<file path="src/grl_pkg.sv">
// Constants shared by the remote/local control block
package grl_pkg;
  // Register byte offsets on the Wishbone slave
  localparam logic [3:0] REG_CTRL = 4'h0;
  localparam logic [3:0] REG_STATUS = 4'h4;
  localparam logic [3:0] REG_SRQ_COND = 4'h8;
  localparam logic [3:0] REG_SPOLL = 4'hc;
  // Control register fields
  localparam int CTRL_ADDR_LSB = 0;
  localparam int CTRL_ARM_LSB = 8;
  localparam logic [4:0] ADDR_RESET = 5'h18;
  localparam logic [4:0] ADDR_MAX = 5'h1e;
  // Status register fields
  localparam int ST_REMOTE = 0;
  localparam int ST_LOCKOUT = 1;
  localparam int ST_TALK = 2;
  localparam int ST_LISTEN = 3;
  localparam int ST_SRQ = 4;
  localparam int ST_SPOLL = 5;
  // Rqs bit position in the serial poll byte
  localparam int SPOLL_RQS = 6;
  // Arm source encodings
  typedef enum logic [1:0] {
    GRL_ARM_IMM = 2'h0,
    GRL_ARM_BUS = 2'h1,
    GRL_ARM_MANUAL = 2'h2
  } grl_arm_t;
  // Interface message codes, received with attention true
  localparam logic [7:0] CMD_GTL = 8'h01;
  localparam logic [7:0] CMD_SDC = 8'h04;
  localparam logic [7:0] CMD_GET = 8'h08;
  localparam logic [7:0] CMD_LLO = 8'h11;
  localparam logic [7:0] CMD_DCL = 8'h14;
  localparam logic [7:0] CMD_SPE = 8'h18;
  localparam logic [7:0] CMD_SPD = 8'h19;
  localparam logic [7:0] CMD_UNL = 8'h3f;
  localparam logic [7:0] CMD_UNT = 8'h5f;
  localparam logic [2:0] GRP_LISTEN = 3'h1;
  localparam logic [2:0] GRP_TALK = 3'h2;
  // Least interface clear pulse from the controller
  localparam int CLK_HZ = 10000000;
  localparam int IFC_MIN_US = 100;
  localparam int IFC_MIN_CYC = (IFC_MIN_US * (CLK_HZ / 1000000));
endpackage

</file>
<file path="src/grl_ctrl.sv">
// Remote/local, talker/listener and service request control for the bus port
// Operation
// - Remote enable alone does not enter remote; listen addressing with it does.
// - Interface clear forces local, talker idle, listener idle, remote/talk/listen indicators off.
// - Interface clear leaves settings, data and event registers untouched.
// - In lockout only output-off works; local key does nothing.
// - Go-to-local or power cycle cancels lockout and restores the panel.
// - Go-to-local moves a remote device to local, keys re-enabled.
// - Device clear empties input buffer, output queue, deferred and blocking commands.
// - Device clear leaves settings and stored measurements alone.
// - Selected device clear acts like device clear only when addressed.
// - Group trigger arms only when the arm source is the bus.
// - Serial poll returns the status byte at any time.
// - Remote locks all keys but local, output, and trigger when manual.
// - Own talk address sets talker; untalk, listen address, clear drop it.
// - Own listen address sets listener; unlisten, talk address, clear drop it.
// - Service request stays until polled or its causes are cleared.
// - Local key cancels remote and clears user message unless locked out.
// - Reading commands are accepted only while in remote.
// - Primary address is programmable 0 to 30 and matched on addresses.
`timescale 1ns/1ns
`default_nettype none
module grl_ctrl #(
  parameter int KEY_W = 8
) (
  input wire logic clk_i,
  input wire logic rst_i,
  // Classic Wishbone slave
  input wire logic wb_cyc_i,
  input wire logic wb_stb_i,
  input wire logic wb_we_i,
  input wire logic [3:0] wb_adr_i,
  input wire logic [3:0] wb_sel_i,
  input wire logic [31:0] wb_dat_i,
  output logic [31:0] wb_dat_o,
  output logic wb_ack_o,
  // Bus side: decoded lines and command bytes
  input wire logic ren_i,
  input wire logic ifc_i,
  input wire logic cmd_valid_i,
  input wire logic [7:0] cmd_byte_i,
  input wire logic talk_taken_i,
  output logic [7:0] talk_data_o,
  output logic talk_valid_o,
  output logic srq_o,
  // Measurement engine side
  input wire logic read_req_i,
  output logic read_go_o,
  output logic read_reject_o,
  output logic dev_clear_o,
  output logic arm_event_o,
  // Front panel
  input wire logic [KEY_W-1:0] keys_i,
  input wire logic local_key_i,
  input wire logic output_key_i,
  input wire logic trig_key_i,
  output logic [KEY_W-1:0] keys_o,
  output logic output_key_o,
  output logic trig_key_o,
  output logic msg_clear_o,
  output logic remote_indicator_o,
  output logic talk_indicator_o,
  output logic listen_indicator_o,
  output logic srq_indicator_o
);
  if (KEY_W < 1 || KEY_W > 16) begin : g_key_w_check
    $error("KEY_W must be 1 to 16");
  end

  // One-hot remote/local state
  typedef enum logic [1:0] {
    GRL_LOCAL = 2'b01,
    GRL_REMOTE = 2'b10
  } grl_rl_t;

  grl_rl_t rl_q;
  logic lockout_q, talk_q, listen_q, spoll_q, srq_q, ack_q;
  logic [4:0] addr_q;
  logic [1:0] arm_q;
  logic [6:0] cond_q, cond_prev_q, spoll_bits_q;
  logic [31:0] rdat_q;

  // Address group and match on the command byte
  function automatic logic is_addr(input logic [7:0] b, input logic [2:0] g,
                                   input logic [4:0] a);
    is_addr = cmd_valid_i && (b[7:5] == g) && (b[4:0] == a);
  endfunction

  function automatic logic is_cmd(input logic [7:0] b, input logic [7:0] c);
    is_cmd = cmd_valid_i && (b == c);
  endfunction

  logic my_listen, my_talk, other_talk, unl, unt;
  logic wb_req, wb_wr, remote, cond_rise, poll_read;

  assign my_listen = is_addr(cmd_byte_i, grl_pkg::GRP_LISTEN, addr_q);
  assign my_talk = is_addr(cmd_byte_i, grl_pkg::GRP_TALK, addr_q);
  // A foreign talk address also unaddresses this talker
  assign other_talk = cmd_valid_i && (cmd_byte_i[7:5] == grl_pkg::GRP_TALK)
                      && !my_talk && !is_cmd(cmd_byte_i, grl_pkg::CMD_UNT);
  assign unl = is_cmd(cmd_byte_i, grl_pkg::CMD_UNL);
  assign unt = is_cmd(cmd_byte_i, grl_pkg::CMD_UNT);
  assign wb_req = wb_cyc_i && wb_stb_i && !ack_q;
  assign wb_wr = wb_req && wb_we_i;
  assign remote = (rl_q == GRL_REMOTE);
  assign cond_rise = |(cond_q & ~cond_prev_q);
  assign poll_read = talk_q && spoll_q && talk_taken_i;

  // Remote/local state machine
  always_ff @(posedge clk_i) begin
    if (rst_i) begin
      rl_q <= GRL_LOCAL;
    end else begin
      case (rl_q)
        GRL_LOCAL: begin
          if (!ifc_i && ren_i && my_listen) begin
            rl_q <= GRL_REMOTE;
          end
        end
        GRL_REMOTE: begin
          if (ifc_i) begin
            rl_q <= GRL_LOCAL;
          end else if (!ren_i) begin
            rl_q <= GRL_LOCAL;
          end else if (listen_q && is_cmd(cmd_byte_i, grl_pkg::CMD_GTL)) begin
            rl_q <= GRL_LOCAL;
          end else if (local_key_i && !lockout_q) begin
            rl_q <= GRL_LOCAL;
          end
        end
        default: rl_q <= GRL_LOCAL;
      endcase
    end
  end

  // Lockout latch; interface clear does not touch it
  always_ff @(posedge clk_i) begin
    if (rst_i) begin
      lockout_q <= 1'b0;
    end else if (!ren_i) begin
      lockout_q <= 1'b0;
    end else if (is_cmd(cmd_byte_i, grl_pkg::CMD_LLO)) begin
      lockout_q <= 1'b1;
    end else if (listen_q && is_cmd(cmd_byte_i, grl_pkg::CMD_GTL)) begin
      lockout_q <= 1'b0;
    end
  end

  // Talker and listener addressing
  always_ff @(posedge clk_i) begin
    if (rst_i || ifc_i) begin
      talk_q <= 1'b0;
      listen_q <= 1'b0;
    end else if (cmd_valid_i) begin
      if (my_talk) begin
        talk_q <= 1'b1;
        listen_q <= 1'b0;
      end else if (my_listen) begin
        listen_q <= 1'b1;
        talk_q <= 1'b0;
      end else if (unt || other_talk) begin
        talk_q <= 1'b0;
      end else if (unl) begin
        listen_q <= 1'b0;
      end
    end
  end

  // Serial poll mode; poll may run whether or not service was requested
  always_ff @(posedge clk_i) begin
    if (rst_i || ifc_i) begin
      spoll_q <= 1'b0;
    end else if (is_cmd(cmd_byte_i, grl_pkg::CMD_SPE)) begin
      spoll_q <= 1'b1;
    end else if (is_cmd(cmd_byte_i, grl_pkg::CMD_SPD)) begin
      spoll_q <= 1'b0;
    end
  end

  // Service request: a new cause in the poll cycle wins over the clear
  always_ff @(posedge clk_i) begin
    if (rst_i) begin
      srq_q <= 1'b0;
      cond_prev_q <= '0;
    end else begin
      cond_prev_q <= cond_q;
      if (cond_rise) begin
        srq_q <= 1'b1;
      end else if (poll_read || cond_q == '0) begin
        srq_q <= 1'b0;
      end
    end
  end

  // Status byte driven while polled as talker
  always_ff @(posedge clk_i) begin
    if (rst_i) begin
      talk_valid_o <= 1'b0;
      talk_data_o <= '0;
    end else begin
      talk_valid_o <= talk_q && spoll_q && !ifc_i;
      talk_data_o <= {1'b0, srq_q, spoll_bits_q[5:0]};
    end
  end

  // Clears, arming and reading commands toward the engine
  always_ff @(posedge clk_i) begin
    if (rst_i) begin
      dev_clear_o <= 1'b0;
      arm_event_o <= 1'b0;
      read_go_o <= 1'b0;
      read_reject_o <= 1'b0;
    end else begin
      // Engine empties buffers and queues; settings stay put
      dev_clear_o <= is_cmd(cmd_byte_i, grl_pkg::CMD_DCL)
                     || (listen_q && is_cmd(cmd_byte_i,
                                            grl_pkg::CMD_SDC));
      arm_event_o <= listen_q && is_cmd(cmd_byte_i, grl_pkg::CMD_GET)
                     && (arm_q == grl_pkg::GRL_ARM_BUS);
      read_go_o <= read_req_i && remote;
      read_reject_o <= read_req_i && !remote;
    end
  end

  logic [KEY_W-1:0] keys_g;
  logic local_g, output_g, trig_g;

  grl_key_gate #(
    .KEY_W(KEY_W)
  ) u_gate (
    .remote_i(remote),
    .lockout_i(lockout_q),
    .manual_arm_i(arm_q == grl_pkg::GRL_ARM_MANUAL),
    .keys_i(keys_i),
    .local_key_i(local_key_i),
    .output_key_i(output_key_i),
    .trig_key_i(trig_key_i),
    .keys_o(keys_g),
    .local_key_o(local_g),
    .output_key_o(output_g),
    .trig_key_o(trig_g)
  );

  // Panel outputs and indicators, registered
  always_ff @(posedge clk_i) begin
    if (rst_i) begin
      keys_o <= '0;
      output_key_o <= 1'b0;
      trig_key_o <= 1'b0;
      msg_clear_o <= 1'b0;
      remote_indicator_o <= 1'b0;
      talk_indicator_o <= 1'b0;
      listen_indicator_o <= 1'b0;
      srq_indicator_o <= 1'b0;
      srq_o <= 1'b0;
    end else begin
      keys_o <= keys_g;
      output_key_o <= output_g;
      trig_key_o <= trig_g;
      msg_clear_o <= remote && local_g && !ifc_i;
      remote_indicator_o <= remote;
      talk_indicator_o <= talk_q;
      listen_indicator_o <= listen_q;
      srq_indicator_o <= srq_q;
      srq_o <= srq_q;
    end
  end

  // Software registers; interface and device clear never reach them
  always_ff @(posedge clk_i) begin
    if (rst_i) begin
      addr_q <= grl_pkg::ADDR_RESET;
      arm_q <= grl_pkg::GRL_ARM_IMM;
      cond_q <= '0;
      spoll_bits_q <= '0;
    end else if (wb_wr) begin
      case ({wb_adr_i[3:2], 2'b00})
        grl_pkg::REG_CTRL: begin
          if (wb_sel_i[0] && wb_dat_i[4:0] <= grl_pkg::ADDR_MAX) begin
            addr_q <= wb_dat_i[4:0];
          end
          if (wb_sel_i[1]) begin
            arm_q <= wb_dat_i[grl_pkg::CTRL_ARM_LSB +: 2];
          end
        end
        grl_pkg::REG_SRQ_COND: if (wb_sel_i[0]) cond_q <= wb_dat_i[6:0];
        grl_pkg::REG_SPOLL: if (wb_sel_i[0]) spoll_bits_q <= wb_dat_i[6:0];
        default: ;
      endcase
    end
  end

  // Wishbone answer: ack one cycle after the strobe, unmapped reads zero
  always_ff @(posedge clk_i) begin
    if (rst_i) begin
      ack_q <= 1'b0;
      rdat_q <= '0;
    end else begin
      ack_q <= wb_req;
      rdat_q <= '0;
      if (wb_req && !wb_we_i) begin
        case ({wb_adr_i[3:2], 2'b00})
          grl_pkg::REG_CTRL: begin
            rdat_q[grl_pkg::CTRL_ADDR_LSB +: 5] <= addr_q;
            rdat_q[grl_pkg::CTRL_ARM_LSB +: 2] <= arm_q;
          end
          grl_pkg::REG_STATUS: begin
            rdat_q[grl_pkg::ST_REMOTE] <= remote;
            rdat_q[grl_pkg::ST_LOCKOUT] <= lockout_q;
            rdat_q[grl_pkg::ST_TALK] <= talk_q;
            rdat_q[grl_pkg::ST_LISTEN] <= listen_q;
            rdat_q[grl_pkg::ST_SRQ] <= srq_q;
            rdat_q[grl_pkg::ST_SPOLL] <= spoll_q;
          end
          grl_pkg::REG_SRQ_COND: rdat_q[6:0] <= cond_q;
          grl_pkg::REG_SPOLL: begin
            rdat_q[5:0] <= spoll_bits_q[5:0];
            rdat_q[grl_pkg::SPOLL_RQS] <= srq_q;
          end
          default: rdat_q <= '0;
        endcase
      end
    end
  end

  assign wb_ack_o = ack_q;
  assign wb_dat_o = rdat_q;
endmodule
`default_nettype wire

</file>
<file path="src/grl_key_gate.sv">
// Front panel key qualification for remote and lockout states
`timescale 1ns/1ns
`default_nettype none
module grl_key_gate #(
  parameter int KEY_W = 8
) (
  input wire logic remote_i,
  input wire logic lockout_i,
  input wire logic manual_arm_i,
  input wire logic [KEY_W-1:0] keys_i,
  input wire logic local_key_i,
  input wire logic output_key_i,
  input wire logic trig_key_i,
  output logic [KEY_W-1:0] keys_o,
  output logic local_key_o,
  output logic output_key_o,
  output logic trig_key_o
);
  // Lockout leaves only the output key, so output can always be shut off
  always_comb begin
    keys_o = keys_i;
    local_key_o = local_key_i;
    output_key_o = output_key_i;
    trig_key_o = trig_key_i;
    if (lockout_i) begin
      keys_o = '0;
      local_key_o = 1'b0;
      trig_key_o = 1'b0;
    end else if (remote_i) begin
      keys_o = '0;
      trig_key_o = trig_key_i & manual_arm_i;
    end
  end
endmodule
`default_nettype wire

</file>
<file path="config.mk">
export PLATFORM = sky130hd
export DESIGN_NAME = grl_ctrl
export DESIGN_NICKNAME = d
export VERILOG_FILES = /design/src/grl_pkg.sv /design/src/grl_ctrl.sv /design/src/grl_key_gate.sv
export SDC_FILE = /design/constraint.sdc
export NUM_CORES = 1
export LEC_CHECK = 0
export ABC_CLOCK_PERIOD_IN_PS = 1100
export BUFFER_PORTS_ARGS = -buffer_cell sky130_fd_sc_hd__clkbuf_2
export CORE_ASPECT_RATIO = 1.4
export CORE_MARGIN = 5
export CORE_UTILIZATION = 44
export CTS_BUF_LIST = sky130_fd_sc_hd__clkbuf_8
export DETAILED_ROUTE_END_ITERATION = 8
export GPL_TIMING_DRIVEN = 1
export HOLD_SLACK_MARGIN = 0.06
export PLACE_DENSITY_LB_ADDON = 0.05
export SLEW_MARGIN = 20
export SYNTH_ARGS = -nofsm -noshare
export SYNTH_HDL_FRONTEND = slang
export SYNTH_SLANG_ARGS = --single-unit
</file>
<file path="constraint.sdc">
create_clock -name clk_i -period 1.1 [get_ports clk_i]
set_input_delay 0.165 -clock clk_i [delete_from_list [all_inputs] [get_ports clk_i]]
set_output_delay 0.165 -clock clk_i [all_outputs]
set_load 0.05 [all_outputs]
</file>
After elaboration in Yosys (flattened, before gate mapping)
Index checks and enable logic that the tools add are counted.

storage, ports and cells
  output and inout bits = 62
  flip-flop bits (word level) = 95
  logic and storage cells = 148
  input bits = 69

cells by class
  equality and inequality tests = 22
  reduce and logical (&&, ||, !) cells = 65
  multiplexer cells = 24
  bitwise operators = 6
  order comparisons = 1

operator list
  kind                  count
  $logic_and A1 B1 Y1   34
  $eq A8 B5 Y1 const B  4
  $pmux W5 S4           1
  $mux W1               15
  $reduce_and A3 Y1     5
  $mux W2               5
  $eq A2 B2 Y1 const B  4
  $eq A8 B1 Y1 const B  1
  $eq A8 B3 Y1 const B  1
  $eq A8 B4 Y1 const B  1
  $eq A8 B6 Y1 const B  1
  $eq A8 B7 Y1 const B  1
  $and A7 B7 Y7         1
  $logic_not A1 Y1      7
  $logic_not A7 Y1      1
  $not A7 Y7            1
  $reduce_or A7 Y1      1
  $eq A2 B1 Y1 const B  3
  $reduce_bool A2 Y1    3
  $reduce_bool A3 Y1    2
  $reduce_or A2 Y1      3
  $reduce_or A3 Y1      2
  $eq A5 B5 Y1          1
  $le A5 B5 Y1 const B  1
  other kinds (13)      19

Logic depth before layout (Yosys ltp)
  depth in word-level cells = 10
  gate-level depth with buffers = 6
  gate-level depth less buffers = 4

By module
A second synthesis with hierarchy kept.

unflattened totals
  cell total of the unflattened synthesis = 296
  area, all modules = 2,975.4 um^2

modules (own cells, without submodules)
  module        area an instance (um^2)  instances  sequential area each (um^2)  cells each
  grl_ctrl      2,880.3                  1          1,401.3                      283
  grl_key_gate  95.1                     1          0.0                          13

Worst setup path after synthesis
No wires, ideal clock.

  kind = flip-flop to flip-flop
  start = reg ack_q, in the netlist wb_ack_o
  end = reg addr_q[3]
  cell stages (with the launch flop) = 7
  library setup time = 0.123 ns
  slack = -0.442 ns
  data arrival time = 1.419 ns
  period minus slack after synthesis = 1.542 ns
  buffers on the path = 2
  required time = 0.977 ns
  cells stage by stage = dfxtp_1 and4b_1 buf_6 and2_4 buf_6 nand3_1 nand3_1

between the ends
  cells in the longest elaborated chain, start to end = 4

RTL lines
  what                         line             text
  start, declared              grl_ctrl.sv:77   logic lockout_q, talk_q, listen_q, spoll_q, srq_q, ack_q;
  start signal, assigned       grl_ctrl.sv:299  ack_q <= wb_req;
  $logic_not A1 Y1             grl_ctrl.sv:103  assign wb_req = wb_cyc_i && wb_stb_i && !ack_q;
  $logic_and A1 B1 Y1          grl_ctrl.sv:103
  $logic_and A1 B1 Y1          grl_ctrl.sv:104  assign wb_wr = wb_req && wb_we_i;
  $reduce_and A3 Y1 (no line)  -
  end signal, assigned         grl_ctrl.sv:272  addr_q <= grl_pkg::ADDR_RESET;
  end signal, assigned         grl_ctrl.sv:280  addr_q <= wb_dat_i[4:0];
  end, declared                grl_ctrl.sv:78   logic [4:0] addr_q;

No other way between the ends.
A chain may end at the register's enable or synchronous reset.

Worst setup path in the final report
  start = reg ack_q, in the netlist wb_ack_o
  end = reg spoll_bits_q[2]

between the ends
  cells in the longest elaborated chain, start to end = 4

RTL lines
  what                         line             text
  $logic_not A1 Y1             grl_ctrl.sv:103
  $logic_and A1 B1 Y1          grl_ctrl.sv:103
  $logic_and A1 B1 Y1          grl_ctrl.sv:104
  $reduce_and A3 Y1 (no line)  -
  end signal, assigned         grl_ctrl.sv:287  grl_pkg::REG_SPOLL: if (wb_sel_i[0]) spoll_bits_q <= wb_dat_i[6:0];
  end, declared                grl_ctrl.sv:80   logic [6:0] cond_q, cond_prev_q, spoll_bits_q;

No other way between the ends.

==> qor.txt <==
First-pass GRT wire length -> 11970 um
Total Wirelength -> 7526 um
Post-synth cell types -> 51
Sink Count -> 70
Cells after DPL -> 468
Vias in the first global route -> 2445
Total GRT Usage -> 18.62%
Setup WS post-layout -> -184.8 ps
Gr ovfl total -> 0
Final net count -> 500
Cell count after synthesis -> 289
DR pass1 iterations -> 5
Detailed Place HPWL -> 5654 um
H-Tree Depth -> 3
WP data arrival -> 1520 ps
Die span in x -> 78.88 um
Pwr dens -> 1268 mW/mm^2
Initial core utilization -> 44.79%
MaxCap Viol Count -> 0
I/O pin cnt -> 131
Drt via density -> 4.871
Die ar. -> 0.008396 sq mm
Worst path max stage delay -> 340 ps
Largest net degree at the start of global routing -> 35
Vias -> 2484
Fin. max-slew vios -> 0
Status -> complete, but fails checks
Violated checks -> negative setup slack
Die height -> 106.4 um
Slowest cell on crit path -> dfxtp_4
Final Cycle Share -> 116.8%
CTS tree -> done
Cell taking the most area after synthesis -> dfxtp_1
Max IR drop VDD -> 0.7926 mV
Final cell count without fillers -> 510
Tmin final -> 1285 ps
Layout area overhead -> 46.40%
Detail Route Antenna Nets -> 0
Synthesized cell area -> 0.002923 sq mm
Synthesis Warnings -> 0
Top cell type's share of synthesized area -> 47.95%
Port bufs -> 79
Skew-Pair Late Insertion Delay -> 350 ps
Diodes inserted -> 0
RSZ-0062 raised after global routing -> true
Drc violations -> 0
Bufs on Longest Clock Path -> 2
WL per Instance -> 14.76 um
Fraction of layout cells with a size suffix above 1 -> 44.27%
Num rows -> 35
Yosys reg bits -> 70
CTS root buffer -> clkbuf_8
Initial antenna violation count -> 0
Hold Crit Class -> input pin to register
Final RePlAce weighted congestion -> 0.7958
Syn_area_per_cell -> 10.11 sq um
Worst slew pin tran -> 492.9 ps
DR iter-0 viols -> 74
Final setup violation count -> 32
Max FO, Critical Path -> 6
Hold Fails Final Rpt -> 0
Worst EP required -> 1330 ps
CP Cell Sequence -> and4b_1 > buf_6 > nand4_4 > mux2i_1 > nor2_1
Slew margin rel. -> 66.79%
Clock slew at reported path FFs -> 80 ps
Core box area -> 0.006525 sq mm
Startpoint types -> register
Leak -> 1.920 nW
Final Core Density -> 65.58%
Worst setup EP type -> register
Top post-synthesis cells by area -> dfxtp_1 48%, buf_4 6.9%, nor2b_1 4.9%
Clk_skew -> 7.512 ps
WS Path Type -> register to register
TritonCTS buffer count -> 9
Sequential area share after synthesis -> 47.95%
Fmax -> 0.7784 GHz
-- critical path: cells and delay by family, from the launching register on --
kind | cells | cell delay (ps)
flip-flops | 1 | 340
buffers and inverters | 1 | 130
AND/OR/NAND/NOR | 3 | 470
multiplexers | 1 | 220
-- Yosys cell counts, drive strengths merged --
library cell / instances
dfxtp: 70
buf: 35
nor2b: 23
nor2: 22
nand3: 17
nand2: 15
mux2i: 14
inv: 10
a21oi: 9
and2: 9
o21ai: 7
nand4: 6
nor3: 6
mux4: 5
xor2: 5
and3: 4
nand2b: 4
nor4: 4
nor4b: 3
and4b: 2
nor3b: 2
o22ai: 2
a221oi: 1
a222oi: 1
a22oi: 1
a31o: 1
a31oi: 1
and2b: 1
and4bb: 1
clkbuf: 1
conb: 1
mux2: 1
nand4b: 1
o21a: 1
o22a: 1
o2bb2ai: 1
or2: 1
-- final cells by class --
cell class                 count  area (sq um)
tap                           74         92.59
inverter                      10         37.54
clock inverter                 7         73.82
timing repair buffer         144          1066
fill                         559          2246
sequential                    70          1421
clock buffer                   9         123.9
multi-input combinational    196          1464
-- power breakdown --
group | switching, mW | internal, mW
sequential | 0.0135 | 2.56
combinational | 0.500 | 0.270
clock | 1.02 | 1.06
total | 1.54 | 3.89
-- cells by family (layout without fill, tap and decap cells) --
logic type | after synthesis | in the layout | synth area share (%)
DFF | 70 | 70 | 47.95
other | 1 | 24 | 0.1283
buffers and inverters | 46 | 170 | 10.32
xor gates and xnor gates | 5 | 5 | 1.498
AOI/OAI and AO/OA | 26 | 26 | 5.437
and+or+nand+nor | 121 | 121 | 25.39
muxes | 20 | 20 | 9.289
-- path summary, 6_finish.rpt --
check | cells after the start | startpoint | end | slack [ps]
max reg2reg | 5 | wb_ack_o | spoll_bits_q[2] | -180
max | 5 | wb_ack_o | spoll_bits_q[2] | -180
min reg2reg | 1 | spoll_bits_q[1] | talk_data_o[1] | 490
min | 3 | wb_dat_i[9] | arm_q[1] | 70
-- sequential cells by signal, indices dropped and copies added (netlist names), 2 cells and up --
register and flops:
keys_o 8, wb_dat_o 9, rl_q 2, cond_prev_q 7
talk_data_o 7, cond_q 7, arm_q 2, addr_q 5
spoll_bits_q 6
-- through the flow --
stage | power, mW | setup TNS (ps) | hold slack [ps] | setup slack, ps | area, sq um
6_report | 5.425 | -3242 | 71.67 | -184.8 | 4279
5_1_grt | 5.645 | -5441 | 70.76 | -251.7 | 4279
4_1_cts | 5.458 | -3789 | 63.24 | -187.5 | 4214
3_5_place_dp | 3.305 | -4882 | 351.9 | -203.7 | 3593
3_3_place_gp | 3.302 | -4436 | 361.2 | -202.8 | 3593
2_1_floorplan | 3.149 | -3032 | 240.5 | -174.6 | 3077
-- placed cells by master (no fill, tap or decap), drive strengths merged, types with 5 or more instances in the layout --
master,n
clkbuf,81
dfxtp,70
buf,56
conb,24
nor2b,23
nor2,22
nand3,17
dlygate4sd3,16
nand2,15
mux2i,14
inv,13
a21oi,9
and2,9
o21ai,7
nand4,6
nor3,6
mux4,5
xor2,5
-- repair_timing --
| action | CTS | global route |
|---|---|---|
| hold buffers | 15 | 1 |
| gates resized for setup | 63 | 28 |
| setup endpoints to repair | 72 | 53 |
| pin swaps | 9 | 8 |
| hold endpoints to repair | 14 | 1 |
| setup buffers | 10 | 1 |
-- per-layer routing --
layer	track usage, %	share of wire, %	up-vias
li1	-	-	1228
met1	20.95	40	1154
met2	33.72	52	87
met3	4.492	6.4	15
met4	6.634	1.9	0
met5	0	0	-
(Power assumes the default switching activity.)
